`config.mk`:
```
export PLATFORM = sky130hd
export DESIGN_NAME = dbc_bank_check
export DESIGN_NICKNAME = d
export VERILOG_FILES = /design/src/hdl/dbc_pkg.sv /design/src/hdl/dbc_bank_check.sv
export SDC_FILE = /design/constraint.sdc
export NUM_CORES = 1
export LEC_CHECK = 0
export BUFFER_PORTS_ARGS = -buffer_cell sky130_fd_sc_hd__buf_4
export CORE_ASPECT_RATIO = 1.4
export CORE_MARGIN = 3
export CORE_UTILIZATION = 45
export CTS_BUF_LIST = sky130_fd_sc_hd__clkbuf_16
export CTS_CLUSTER_DIAMETER = 150
export DETAILED_ROUTE_END_ITERATION = 10
export GPL_ROUTABILITY_DRIVEN = 0
export HOLD_SLACK_MARGIN = 0.03
export RECOVER_POWER = 50
export SLEW_MARGIN = 5
export SYNTH_ARGS = -nofsm -noshare
export SYNTH_HDL_FRONTEND = slang
export SYNTH_SLANG_ARGS = --single-unit
```
`constraint.sdc`:
```
create_clock -name clk -period 3.1 [get_ports clk]
set_input_delay 0.93 -clock clk [delete_from_list [all_inputs] [get_ports clk]]
set_output_delay 0.93 -clock clk [all_outputs]
set_load 0.05 [all_outputs]
```
`src/hdl/dbc_pkg.sv`:
```
// Constants, command and state types for the bank busy-state command checker.
package dbc_pkg;

  // Device organisation, pin widths and counter width.
  localparam int NUM_BANKS     = 4;
  localparam int BANK_W        = 2;
  localparam int CNT_W         = 8;

  // Clock and timing figures, each in its own unit.
  localparam int CLK_PERIOD_NS        = 40;
  localparam int CLOSE_TIME_NS        = 15;
  localparam int OPEN_TO_COL_NS       = 15;
  localparam int WRITE_RECOVERY_NS    = 15;
  localparam int REFRESH_CYCLE_NS     = 105;
  localparam int MODE_SET_DELAY_CLK   = 2;
  localparam int BURST4_CLK           = 2;
  localparam int BURST8_CLK           = 4;

  // Least times round up to whole cycles and never drop below one.
  localparam int CLOSE_CLK   = ((CLOSE_TIME_NS + CLK_PERIOD_NS - 1) / CLK_PERIOD_NS < 1) ? 1 :
                               (CLOSE_TIME_NS + CLK_PERIOD_NS - 1) / CLK_PERIOD_NS;
  localparam int OPEN_CLK    = ((OPEN_TO_COL_NS + CLK_PERIOD_NS - 1) / CLK_PERIOD_NS < 1) ? 1 :
                               (OPEN_TO_COL_NS + CLK_PERIOD_NS - 1) / CLK_PERIOD_NS;
  localparam int WREC_CLK    = ((WRITE_RECOVERY_NS + CLK_PERIOD_NS - 1) / CLK_PERIOD_NS < 1) ? 1 :
                               (WRITE_RECOVERY_NS + CLK_PERIOD_NS - 1) / CLK_PERIOD_NS;
  localparam int REFRESH_CLK = ((REFRESH_CYCLE_NS + CLK_PERIOD_NS - 1) / CLK_PERIOD_NS < 1) ? 1 :
                               (REFRESH_CYCLE_NS + CLK_PERIOD_NS - 1) / CLK_PERIOD_NS;

  // Counter load values: a timer loaded with N-1 expires N edges later.
  localparam logic [CNT_W-1:0] CLOSE_LD   = CNT_W'(CLOSE_CLK - 1);
  localparam logic [CNT_W-1:0] OPEN_LD    = CNT_W'(OPEN_CLK - 1);
  localparam logic [CNT_W-1:0] WREC_LD    = CNT_W'(WREC_CLK - 1);
  localparam logic [CNT_W-1:0] REFRESH_LD = CNT_W'(REFRESH_CLK - 1);
  localparam logic [CNT_W-1:0] MODE_LD    = CNT_W'(MODE_SET_DELAY_CLK - 1);
  localparam logic [CNT_W-1:0] BURST4_LD  = CNT_W'(BURST4_CLK - 1);
  localparam logic [CNT_W-1:0] BURST8_LD  = CNT_W'(BURST8_CLK - 1);
  // Remaining count seen at the edge that sits on a 4-beat boundary of an 8-beat burst.
  localparam logic [CNT_W-1:0] BURST_HALF = CNT_W'(BURST8_CLK / 2);

  typedef enum logic [2:0] {
    DBC_C_DESEL, DBC_C_NOP, DBC_C_READ, DBC_C_WRITE,
    DBC_C_OPEN, DBC_C_CLOSE, DBC_C_REFRESH, DBC_C_MODE
  } dbc_cmd_e;

  typedef enum logic [3:0] {
    DBC_B_IDLE, DBC_B_ACTIVE, DBC_B_OPENING, DBC_B_CLOSING,
    DBC_B_READING, DBC_B_READ_AC, DBC_B_WRITING, DBC_B_WRITE_AC,
    DBC_B_WREC, DBC_B_WREC_AC
  } dbc_bank_e;

  typedef enum logic [1:0] {
    DBC_G_IDLE, DBC_G_REFRESH, DBC_G_MODE
  } dbc_glob_e;

  typedef struct packed {
    dbc_bank_e [NUM_BANKS-1:0]             bank_st;
    logic      [NUM_BANKS-1:0][CNT_W-1:0] bank_cnt;
    dbc_glob_e                             glob_st;
    logic      [CNT_W-1:0]                 glob_cnt;
    logic                                  illegal;
  } dbc_state_s;

endpackage : dbc_pkg

```
`src/hdl/dbc_bank_check.sv`:
```
// Per-bank command decoder, busy-state tracker and legality checker.
`timescale 1ns/100ps

// How it works
// - Command comes from chip select and three strobes; chip select high is deselect.
// - Command sampled each edge is judged against bank state held before it.
// - Deselect or no-operation lets an auto-close burst run to its last beat.
// - Closing bank goes idle after close time; further close acts as no-operation.
// - Opening bank goes active after open-to-column delay; any command to it but no-op before is illegal.
// - Write recovery returns to active after recovery time; new write allowed meanwhile.
// - Write recovery with auto-close starts closing after recovery; only no-op allowed.
// - After auto refresh device idles after refresh cycle time; only no-op meanwhile.
// - After mode set device idles after mode-set delay; only no-op meanwhile.
module dbc_bank_check
  import dbc_pkg::*;
(
  // Clock, reset and clock enable
  input  wire logic                      clk,
  input  wire logic                      rst_n,
  input  wire logic                      ce,
  // Command pins
  input  wire logic                      cs_n,
  input  wire logic                      ras_n,
  input  wire logic                      cas_n,
  input  wire logic                      we_n,
  input  wire logic [BANK_W-1:0]         bank,
  input  wire logic                      auto_close_flag,
  // Burst length setting, high for 8 beats
  input  wire logic                      burst_len8,
  // Status
  output logic      [NUM_BANKS*4-1:0]    bank_state,
  output logic                           cmd_illegal,
  output logic                           all_idle,
  output logic                           dev_busy
);

  dbc_state_s st;
  dbc_state_s next_st;
  dbc_cmd_e   cmd;
  logic       banks_idle;
  logic       close_all_ok;
  logic [CNT_W-1:0] burst_ld;

  // Strobe patterns map onto commands; 3'b000 and 3'b110 both decode as mode set.
  always_comb begin
    if (cs_n) begin
      cmd = DBC_C_DESEL;
    end else begin
      unique case ({ras_n, cas_n, we_n})
        3'b111:  cmd = DBC_C_NOP;
        3'b101:  cmd = DBC_C_READ;
        3'b100:  cmd = DBC_C_WRITE;
        3'b011:  cmd = DBC_C_OPEN;
        3'b010:  cmd = DBC_C_CLOSE;
        3'b001:  cmd = DBC_C_REFRESH;
        default: cmd = DBC_C_MODE;
      endcase
    end
  end

  assign burst_ld = burst_len8 ? BURST8_LD : BURST4_LD;

  always_comb begin
    banks_idle   = 1'b1;
    close_all_ok = 1'b1;
    for (int b = 0; b < NUM_BANKS; b++) begin
      if (st.bank_st[b] != DBC_B_IDLE) begin
        banks_idle = 1'b0;
      end
      if (!(st.bank_st[b] inside {DBC_B_IDLE, DBC_B_ACTIVE, DBC_B_CLOSING})) begin
        close_all_ok = 1'b0;
      end
    end
  end

  always_comb begin
    next_st         = st;
    next_st.illegal = 1'b0;
    // Device-wide timers for refresh and mode access.
    if (st.glob_st != DBC_G_IDLE) begin
      if (st.glob_cnt != '0) begin
        next_st.glob_cnt = st.glob_cnt - 1'b1;
      end else begin
        next_st.glob_st = DBC_G_IDLE;
      end
    end
    // Timed progress of each bank, overridden below by a legal command.
    for (int b = 0; b < NUM_BANKS; b++) begin
      if (st.bank_cnt[b] != '0) begin
        next_st.bank_cnt[b] = st.bank_cnt[b] - 1'b1;
      end else begin
        unique case (st.bank_st[b])
          DBC_B_OPENING: next_st.bank_st[b] = DBC_B_ACTIVE;
          DBC_B_CLOSING: next_st.bank_st[b] = DBC_B_IDLE;
          DBC_B_READING: next_st.bank_st[b] = DBC_B_ACTIVE;
          DBC_B_READ_AC: begin
            next_st.bank_st[b]  = DBC_B_CLOSING;
            next_st.bank_cnt[b] = CLOSE_LD;
          end
          DBC_B_WRITING: begin
            next_st.bank_st[b]  = DBC_B_WREC;
            next_st.bank_cnt[b] = WREC_LD;
          end
          DBC_B_WRITE_AC: begin
            next_st.bank_st[b]  = DBC_B_WREC_AC;
            next_st.bank_cnt[b] = WREC_LD;
          end
          DBC_B_WREC:    next_st.bank_st[b] = DBC_B_ACTIVE;
          DBC_B_WREC_AC: begin
            next_st.bank_st[b]  = DBC_B_CLOSING;
            next_st.bank_cnt[b] = CLOSE_LD;
          end
          default: ;
        endcase
      end
    end
    // An illegal command is flagged and otherwise ignored; timers still run.
    unique case (cmd)
      DBC_C_DESEL, DBC_C_NOP: ;
      DBC_C_OPEN: begin
        if (st.glob_st == DBC_G_IDLE && st.bank_st[bank] == DBC_B_IDLE) begin
          next_st.bank_st[bank]  = DBC_B_OPENING;
          next_st.bank_cnt[bank] = OPEN_LD;
        end else begin
          next_st.illegal = 1'b1;
        end
      end
      DBC_C_READ: begin
        if (st.glob_st == DBC_G_IDLE && (st.bank_st[bank] == DBC_B_ACTIVE ||
            (st.bank_st[bank] == DBC_B_READING && burst_len8 &&
             st.bank_cnt[bank] == BURST_HALF))) begin
          next_st.bank_st[bank]  = auto_close_flag ? DBC_B_READ_AC : DBC_B_READING;
          next_st.bank_cnt[bank] = burst_ld;
        end else begin
          next_st.illegal = 1'b1;
        end
      end
      DBC_C_WRITE: begin
        if (st.glob_st == DBC_G_IDLE && (st.bank_st[bank] == DBC_B_ACTIVE ||
            st.bank_st[bank] == DBC_B_WREC ||
            (st.bank_st[bank] == DBC_B_WRITING && burst_len8 &&
             st.bank_cnt[bank] == BURST_HALF))) begin
          next_st.bank_st[bank]  = auto_close_flag ? DBC_B_WRITE_AC : DBC_B_WRITING;
          next_st.bank_cnt[bank] = burst_ld;
        end else begin
          next_st.illegal = 1'b1;
        end
      end
      DBC_C_CLOSE: begin
        if (st.glob_st != DBC_G_IDLE) begin
          next_st.illegal = 1'b1;
        end else if (auto_close_flag) begin
          if (close_all_ok) begin
            for (int b = 0; b < NUM_BANKS; b++) begin
              if (st.bank_st[b] == DBC_B_ACTIVE) begin
                next_st.bank_st[b]  = DBC_B_CLOSING;
                next_st.bank_cnt[b] = CLOSE_LD;
              end
            end
          end else begin
            next_st.illegal = 1'b1;
          end
        end else if (st.bank_st[bank] == DBC_B_ACTIVE) begin
          next_st.bank_st[bank]  = DBC_B_CLOSING;
          next_st.bank_cnt[bank] = CLOSE_LD;
        end else if (!(st.bank_st[bank] inside {DBC_B_IDLE, DBC_B_CLOSING})) begin
          next_st.illegal = 1'b1;
        end
      end
      DBC_C_REFRESH: begin
        if (st.glob_st == DBC_G_IDLE && banks_idle) begin
          next_st.glob_st  = DBC_G_REFRESH;
          next_st.glob_cnt = REFRESH_LD;
        end else begin
          next_st.illegal = 1'b1;
        end
      end
      DBC_C_MODE: begin
        if (st.glob_st == DBC_G_IDLE && banks_idle) begin
          next_st.glob_st  = DBC_G_MODE;
          next_st.glob_cnt = MODE_LD;
        end else begin
          next_st.illegal = 1'b1;
        end
      end
    endcase
  end

  // The whole state advances on one edge, so every judgement uses the pre-edge view.
  always_ff @(posedge clk) begin
    if (!rst_n) begin
      st <= '{bank_st: '{default: DBC_B_IDLE}, bank_cnt: '0, glob_st: DBC_G_IDLE,
              glob_cnt: '0, illegal: 1'b0};
    end else if (ce) begin
      st <= next_st;
    end
  end

  assign bank_state  = st.bank_st;
  assign cmd_illegal = st.illegal;
  assign all_idle    = banks_idle && (st.glob_st == DBC_G_IDLE);
  assign dev_busy    = (st.glob_st != DBC_G_IDLE);
endmodule : dbc_bank_check

```
-- Yosys cells after proc, flatten, opt, wreduce, memory -nomap -nowiden
Index checks and enable logic that the tools add are counted.
Widths: inputs -> output; s select.
- input port bits: 11
- output and inout port bits: 19
- bits in registers: 59
- mux-type cells: 72
- reduce and logical (&&, ||, !) cells: 46
- equality and inequality tests: 54
- order comparisons: 2
- $add $sub $neg: 5
- bitwise gates (word level): 8
- operator list (operator ; number):
    $mux 48 ; 7
    $pmux 48 s4 ; 1
    $mux 8 ; 15
    $pmux 4 s5 ; 4
    $eq 4x3->1 const B ; 18
    $mux 4 ; 10
    $reduce_bool 8->1 ; 5
    $sub 8x1->8 const B ; 5
    $eq 4x2->1 const B ; 9
    $eq 4x4->1 const B ; 9
    $and 32x32->32 ; 1
    $bwmux 16 ; 2
    $bwmux 32 ; 1
    $not 32->32 ; 1
    $mux 10 ; 3
    $eq 3x3->1 const B ; 7
    $eq 4x1->1 const B ; 5
    $logic_not 4->1 ; 5
    $pmux 10 s2 ; 1
    $mux 1 ; 19
    $pmux 3 s6 ; 1
    $bmux 8 s2 ; 1
    $demux 8 s2 ; 1
    $reduce_bool 4->1 ; 4
    other kinds (24) ; 52

-- Logic depth before layout (Yosys ltp)
Gate-level depths: netlist of run 1.
- depth in word-level cells: 10
- mapped depth: 12

-- Least setup slack after synthesis of run 1
Ideal clock, no wire load.
- path kind: input -> register
- start point: input port bank[0]
- end point: register st[11] (netlist name)
- data required time: 2983 ps
- setup time: 117 ps
- cell stages on the path: 11
- arrival: 2943 ps
- slack: 40 ps
- path through: buf_6 > mux4_2 > buf_6 > xnor2_2 > nor3_2 > a41oi_4 > nor3_4 > or2_1 > buf_6 > a22o_1 > a32o_1
- cells in the longest elaborated chain, start to end: 10
- elaborated cells between the ends (all ways): 35
- those cells by class: order compare: 2; eq/ne: 5; mux: 14; bitwise: 2; reduce/logical: 12
- RTL lines (what ; line ; source):
    from (decl) ; dbc_bank_check.sv:26 ; input wire logic [BANK_W-1:0] bank,
    $lt 2x3->1 (implied by the code) or $ge 2x1->1 (tied branches) ; -- ;
    $logic_and 1x1->1 (implied by the code) ; -- ;
    $mux 8 (implied by the code) ; -- ;
    $demux 8 s2 ; -- ;
    $not 32->32 (no line) ; -- ;
    $and 32x32->32 (no line) ; -- ;
    $mux 48 ; dbc_bank_check.sv:163 ; end else if (st.bank_st[bank] == DBC_B_ACTIVE) begin
    $mux 48 ; dbc_bank_check.sv:152 ; end else if (auto_close_flag) begin
    $mux 48 ; dbc_bank_check.sv:150 ; if (st.glob_st != DBC_G_IDLE) begin
    $pmux 48 s4 * ; dbc_bank_check.sv:118 ; unique case (cmd)
    to (signal assigned) ; dbc_bank_check.sv:192 ; st <= '{bank_st: '{default: DBC_B_IDLE}, bank_cnt: '0, glob_st: DBC_G_IDLE,
    to (signal assigned) ; dbc_bank_check.sv:195 ; st <= next_st;
    to (decl) ; dbc_bank_check.sv:37 ; dbc_state_s st;
Mark *: on every way between the ends. The rest lies on a longest branch, timed or not. The select of a mux whose other input is x is not followed.
A chain may end at the register's enable or synchronous reset.

-- Worst setup path in the final report of run 1
- start point: register st, in the netlist bank_state[15]
- end point: output port all_idle
- cells in the longest elaborated chain, start to end: 3
- RTL lines (what ; line ; source):
    $reduce_bool 4->1 ; dbc_bank_check.sv:67 ; if (st.bank_st[b] != DBC_B_IDLE) begin
    $mux 1 ; dbc_bank_check.sv:67 ;
    $logic_and 1x1->1 ; dbc_bank_check.sv:201 ; assign all_idle = banks_idle && (st.glob_st == DBC_G_IDLE);
    to (decl) ; dbc_bank_check.sv:33 ; output logic all_idle,
Every way passes these cells.

==> results of run 1 <==
state kept, by name, indices dropped and copies added, names as in the netlist:
register	cells
cmd_illegal	1
bank_state	16
st	42
synth_stat cells (6+ instances only):
cell      number
a211oi_1       6
a21o_1         7
a21oi_1       39
a221oi_1       7
a31oi_1       17
and3_1        12
buf_2          9
buf_4         16
clkbuf_1      27
dfxtp_1       59
ha_1           9
inv_1         20
mux4_2         6
nand2_1       74
nand2b_1      16
nand3_1       29
nand4_1        6
nor2_1        83
nor3_1        27
nor4_1        14
o21ai_0       51
o31a_1         7
xnor2_1        7
xor2_1        10
power by group:
group	total (mW)	leakage [nW]	internal (mW)	switching [mW]
registers	1.16	0.481	0.937	0.228
logic	2.35	1.67	0.949	1.40
clock network	1.02	0.146	0.627	0.396
area by class of cell:
type,count,area [µm²]
Tap cell,138,172.7
Inverter,20,75.07
Clock buffer,9,225.2
Sequential cell,59,1181
Fill cell,1083,4676
Timing Repair Buffer,110,767.0
Clock inverter,7,77.57
Multi-Input combinational cell,541,3396
placed cells by master, fill, tap and decap left out, drive strengths merged, types with 7 or more instances in the layout:
cell type	synthesis	final
buf	31	90
a21o	7	7
nand2b	18	18
dfxtp	59	59
nand3	30	30
o21ai	55	55
a21oi	39	39
a211oi	8	8
a221oi	7	7
nand2	74	74
a31oi	18	18
clkbuf	28	29
nor4	16	16
nor3	30	30
nor2	86	86
ha	9	9
xor2	10	10
inv	20	21
xnor2	8	8
and3	13	13
o31a	7	7
or2	9	9
critical path, delay by kind of cell (launching register included):
family | cells | cell delay, ns
AND/OR/NAND/NOR | 3 | 1.17
buffers and inverters | 2 | 0.27
flip-flops | 1 | 0.33
worst min path at each step:
stage | start | end
2_1_floorplan | st[6] | st[6]
3_3_place_gp | cmd_illegal | cmd_illegal
3_5_place_dp | cmd_illegal | cmd_illegal
4_1_cts | cmd_illegal | cmd_illegal
5_1_grt | cmd_illegal | cmd_illegal
6_report | cmd_illegal | cmd_illegal
per-layer routing:
metal / track usage, % / wire (µm) / up-vias
li1: - / - / 2609
met1: 34.49 / 6857 / 2578
met2: 45.27 / 8023 / 271
met3: 5.940 / 1351 / 64
met4: 16.74 / 1065 / 0
met5: 0 / 0 / -
logic make-up (layout without fill, tap and decap cells):
kind of cell | Yosys count | count (layout) | share of synthesized area (%)
buffers and inverters | 79 | 146 | 8.258
adder cells (fa/ha/maj) | 10 | 10 | 2.467
multiplexers | 11 | 11 | 3.877
AO/OA/AOI/OAI | 192 | 192 | 26.08
AND/OR/NAND/NOR | 310 | 310 | 32.23
XOR/XNOR | 18 | 18 | 3.323
flip-flops | 59 | 59 | 23.77
timing repair:
| item | CTS | global route |
|---|---|---|
| resized for setup | 3 | 4 |
| buffers inserted | 0 | 0 |
| cloned | 0 | 0 |
| endpoints found under the hold margin | 0 | 0 |
| hold buffers | 0 | 0 |
| setup endpoints to repair | 1 | 4 |
==> run metrics, run 1 <==
status=complete, no violations; Critical Path Sink=all_idle; RSZ-0062 raised after global routing=no; io pins=30; Initial Utilization=47.02%; Data arrival, critical path=2.10 ns; EDFF count, synth=0; Yosys cell types=87; Power Dens Cells=769.2 nW/µm²; Fin Clk Skew=0.007604 ns; crit path kind=flip-flop to output port; post-synth top area share=23.77%; Final Max Slew Viols=0; P_leak=2.299 nW; fin nets=761; via count=5,522; CTS HTree Levels=3; Total GRT Usage=28.19%; FF+latch count, synth=59; WL/cell=19.57 µm; placed cell areas=5645 µm²; cell area after layout=5894 µm²; vias per std cell=6.247; Final ANT Viol Nets=0; first-pass GRT wire length=26.74 mm; port buffer count=29; CTS tree=built; core area=10,570 µm²; clk buf depth=2; crit end category=output port; initial antenna violation count=0; Slew HR=59.44%; Sink Count=59; worst skew pair latency=0.34 ns; Non-Filler Instances=884; worst hold path stage count=2; Die X-Extent=94.82 µm; Setup crit start=bank_state[15]; Worst-Margin Slew=0.6110 ns; Critical-path top delay cell=or4_4; ant diodes=0; largest net degree at the start of global routing=22; Reg clk slew, reported paths=0.06 ns; final worst slack=0.06904 ns; dpl ws=-0.1978 ns; Synth Flop Type=dfxtp_1; FP Rows=44; initial DRC count=484; root buffer cell=clkbuf_16; vias in the first global route=5,067; crit path max fanout=4; Hold Path Class=flip-flop to flip-flop; Final Critical Period=3.031 ns; Peak VDD IR=373.6 µV; drt pass-1 iters=5; ys async rst share=0%; setup_tns=0 ns; fin crit share=97.77%; drt drc=0; Max-cap violations=0; CP max stage delay=0.59 ns; placed cells=868; Post-Syn Area per Cell=7.319 µm²; post-route core utilization=55.76%; f_max=0.3299 GHz; layout cells sized above 1=19.71%; total power=4.534 mW; Critical R2R Launch=bank_state[2]; final setup fails=0; r2r setup slk=0.23 ns; number of synthesis warnings=0; Seq/Total Area, Yosys=23.77%; CP cell instances=nor4_4 -> nand2_1 -> or4_4 -> inv_1 -> buf_4; die height=130.3 µm; WHS=0.4706 ns; Worst Path Required=2.17 ns; startpoint types=flip-flop; R2R depth=8; Mapped Cells=679; post-synth top area cell=dfxtp_1; Final Hold Fails=0; Detailed Place HPWL=13.06 mm; number of CTS-inserted buffers=9; gr ovfl total=0; Area growth syn-to-layout=18.61%; final WL=17.30 mm; Reg2Reg Capture Point=st[38]; DIE AREA=12,360 µm²; Area contributors post-synth=dfxtp_1, nor2_1, nand2_1; synthesized area=4970 µm²; Syn Nets=699
Note: power is estimated with default switching activity, not from simulation.
==> run 2: changes to the inputs <==
--- a/config.mk
+++ b/config.mk
@@ -6,15 +6,14 @@
 export NUM_CORES = 1
 export LEC_CHECK = 0
 export BUFFER_PORTS_ARGS = -buffer_cell sky130_fd_sc_hd__buf_4
-export CORE_ASPECT_RATIO = 1.4
 export CORE_MARGIN = 3
 export CORE_UTILIZATION = 45
 export CTS_BUF_LIST = sky130_fd_sc_hd__clkbuf_16
 export CTS_CLUSTER_DIAMETER = 150
+export CTS_CLUSTER_SIZE = 12
 export DETAILED_ROUTE_END_ITERATION = 10
 export GPL_ROUTABILITY_DRIVEN = 0
 export HOLD_SLACK_MARGIN = 0.03
-export RECOVER_POWER = 50
 export SLEW_MARGIN = 5
 export SYNTH_ARGS = -nofsm -noshare
 export SYNTH_HDL_FRONTEND = slang
==> run 2 against run 1 <==
Total power down 2.1%. Combinational power about the same. First-iteration DRC count up 21%. Critical path depth up 5. Fmax up 1.5%. Worst setup slack better by 0.045 ns.
==> run metrics, run 2 (synthesis gave the netlist of run 1 again) <==
CTS HTree Levels=3; crit end category=flip-flop; Area growth syn-to-layout=19.61%; Power Dens Cells=746.4 nW/µm²; number of CTS-inserted buffers=9; Initial Utilization=47.29%; P_leak=2.383 nW; f_max=0.3349 GHz; initial DRC count=585; sequential cell area=1181 µm²; Sink Count=59; Non-Filler Instances=883; WL/cell=18.80 µm; r2r setup slk=0.32 ns; die height=111.1 µm; drt drc=0; most frequent cells in the layout=buf_4, nor2_1, nand2_1; Reg2Reg Capture Point=st[13]; cell area after layout=5944 µm²; drt pass-1 iters=6; Clk pwr share=21.5%; ant diodes=0; Slew HR=51.92%; setup_tns=0 ns; Worst-Margin Slew=0.7204 ns; area of the multi-input gates=3407 µm²; total power=4.437 mW; Final Max Slew Viols=0; fin crit share=96.32%; Fin Clk Skew=0.007145 ns; Power Internal=2.491 mW; crit path kind=input pin to flip-flop; Die X-Extent=111.1 µm; port buffer count=29; most flop-heavy register=st; Fill cells=976; Final ANT Viol Nets=0; Sequential Power Share=25.9%; Comb pwr share=52.6%; max reg flops=42; clk buf depth=2; RSZ-0062 raised after global routing=no; switching power total=1.946 mW; first-pass GRT wire length=26.50 mm; status=complete, no violations; sw frac=43.86%; root buffer cell=clkbuf_16; via count=5,524; vias in the first global route=5,065; final setup fails=0; Final Critical Period=2.986 ns; FP Rows=37; R2R depth=8; commonest non-fill, non-tap cell in the layout=buf_4; vias per std cell=6.256; Critical Path Sink=st[13]; largest net degree at the start of global routing=33; CTS tree=built; placed cells=866; Worst Path Required=3.33 ns; Max-cap violations=0; layout cells sized above 1=21.82%; Hold Path Class=flip-flop to flip-flop; Critical R2R Launch=bank_state[10]; core area=10,510 µm²; crit path max fanout=9; Detailed Place HPWL=12.70 mm; fin nets=762; Final Hold Fails=0; Total GRT Usage=26.72%; Peak VDD IR=503.3 µV; final WL=16.60 mm; Data arrival, critical path=3.21 ns; Setup crit start=bank[0]; placed cell areas=5630 µm²; initial antenna violation count=0; Reg clk slew, reported paths=0.05 ns; startpoint types=input pin; gr ovfl total=0; worst skew pair latency=0.34 ns; DIE AREA=12,340 µm²; io pins=30
run 2: cell types whose count changed in the layout (fill, tap and decap cells not counted), sizes merged:
cell / change
clkbuf: -20
clkinvlp: -1
inv: +2
buf: +21
clkinv: -1
run 2: worst min path at each step:
stage,startpoint,end,slack [ns],depth (start not counted)
floorplan,st[6],st[6],0.44,2
global placement,st[6],st[6],0.46,2
detailed placement,st[6],st[6],0.47,2
CTS,st[6],st[6],0.48,2
global route,st[6],st[6],0.50,2
finish,st[6],st[6],0.47,2
run 2: final cells by class:
cell class / count / share of cell area (%)
multi-input cells: 541 / 57.31
flip-flops and latches: 59 / 19.87
repair buffers: 111 / 14.02
clock buffers: 9 / 3.789
well taps: 136 / 2.863
inverters: 20 / 1.263
clock inverters: 7 / 0.8840
run 2: timing repair:
action,4_1_cts,5_1_grt
gates resized for setup,0,6
hold buffers,0,0
setup buffers,0,1
endpoints found under the setup margin,0,17
run 2: layer usage:
layer,share of wire (%),global-route usage [%]
met3,11,8.079
met5,0,0
met4,1.9,8.759
met2,43,39.64
met1,45,37.00
run 2: power by group through the flow:
stage / combinational, mW / clock [mW] / sequential (mW)
after CTS: 2.29 / 0.971 / 1.14
after detailed placement: 2.28 / 0 / 1.16
final: 2.33 / 0.953 / 1.15
after floorplan: 1.71 / 0 / 1.10
after global placement: 2.23 / 0 / 1.15
after global routing: 2.61 / 1.01 / 1.18
run 2: critical path: stages:
cell      delay (ns)
buf_4           0.17
mux4_2          0.55
nand2b_4        0.19
buf_4           0.15
nor4b_4         0.32
o31ai_2         0.10
a31oi_2         0.23
and3_4          0.25
nor3_1          0.05
o31a_1          0.27
run 2: metrics by stage:
| step | setup WS, ns | utilization [%] | hold slack (ns) |
|---|---|---|---|
| after floorplan | 0.04009 | - | 0.4437 |
| after global placement | -0.2080 | 53.58 | 0.4628 |
| after detailed placement | -0.3015 | 53.58 | 0.4701 |
| after CTS | 0.02760 | 56.22 | 0.4788 |
| after global routing | 0.01393 | 56.57 | 0.4958 |
| final | 0.1142 | 56.57 | 0.4741 |
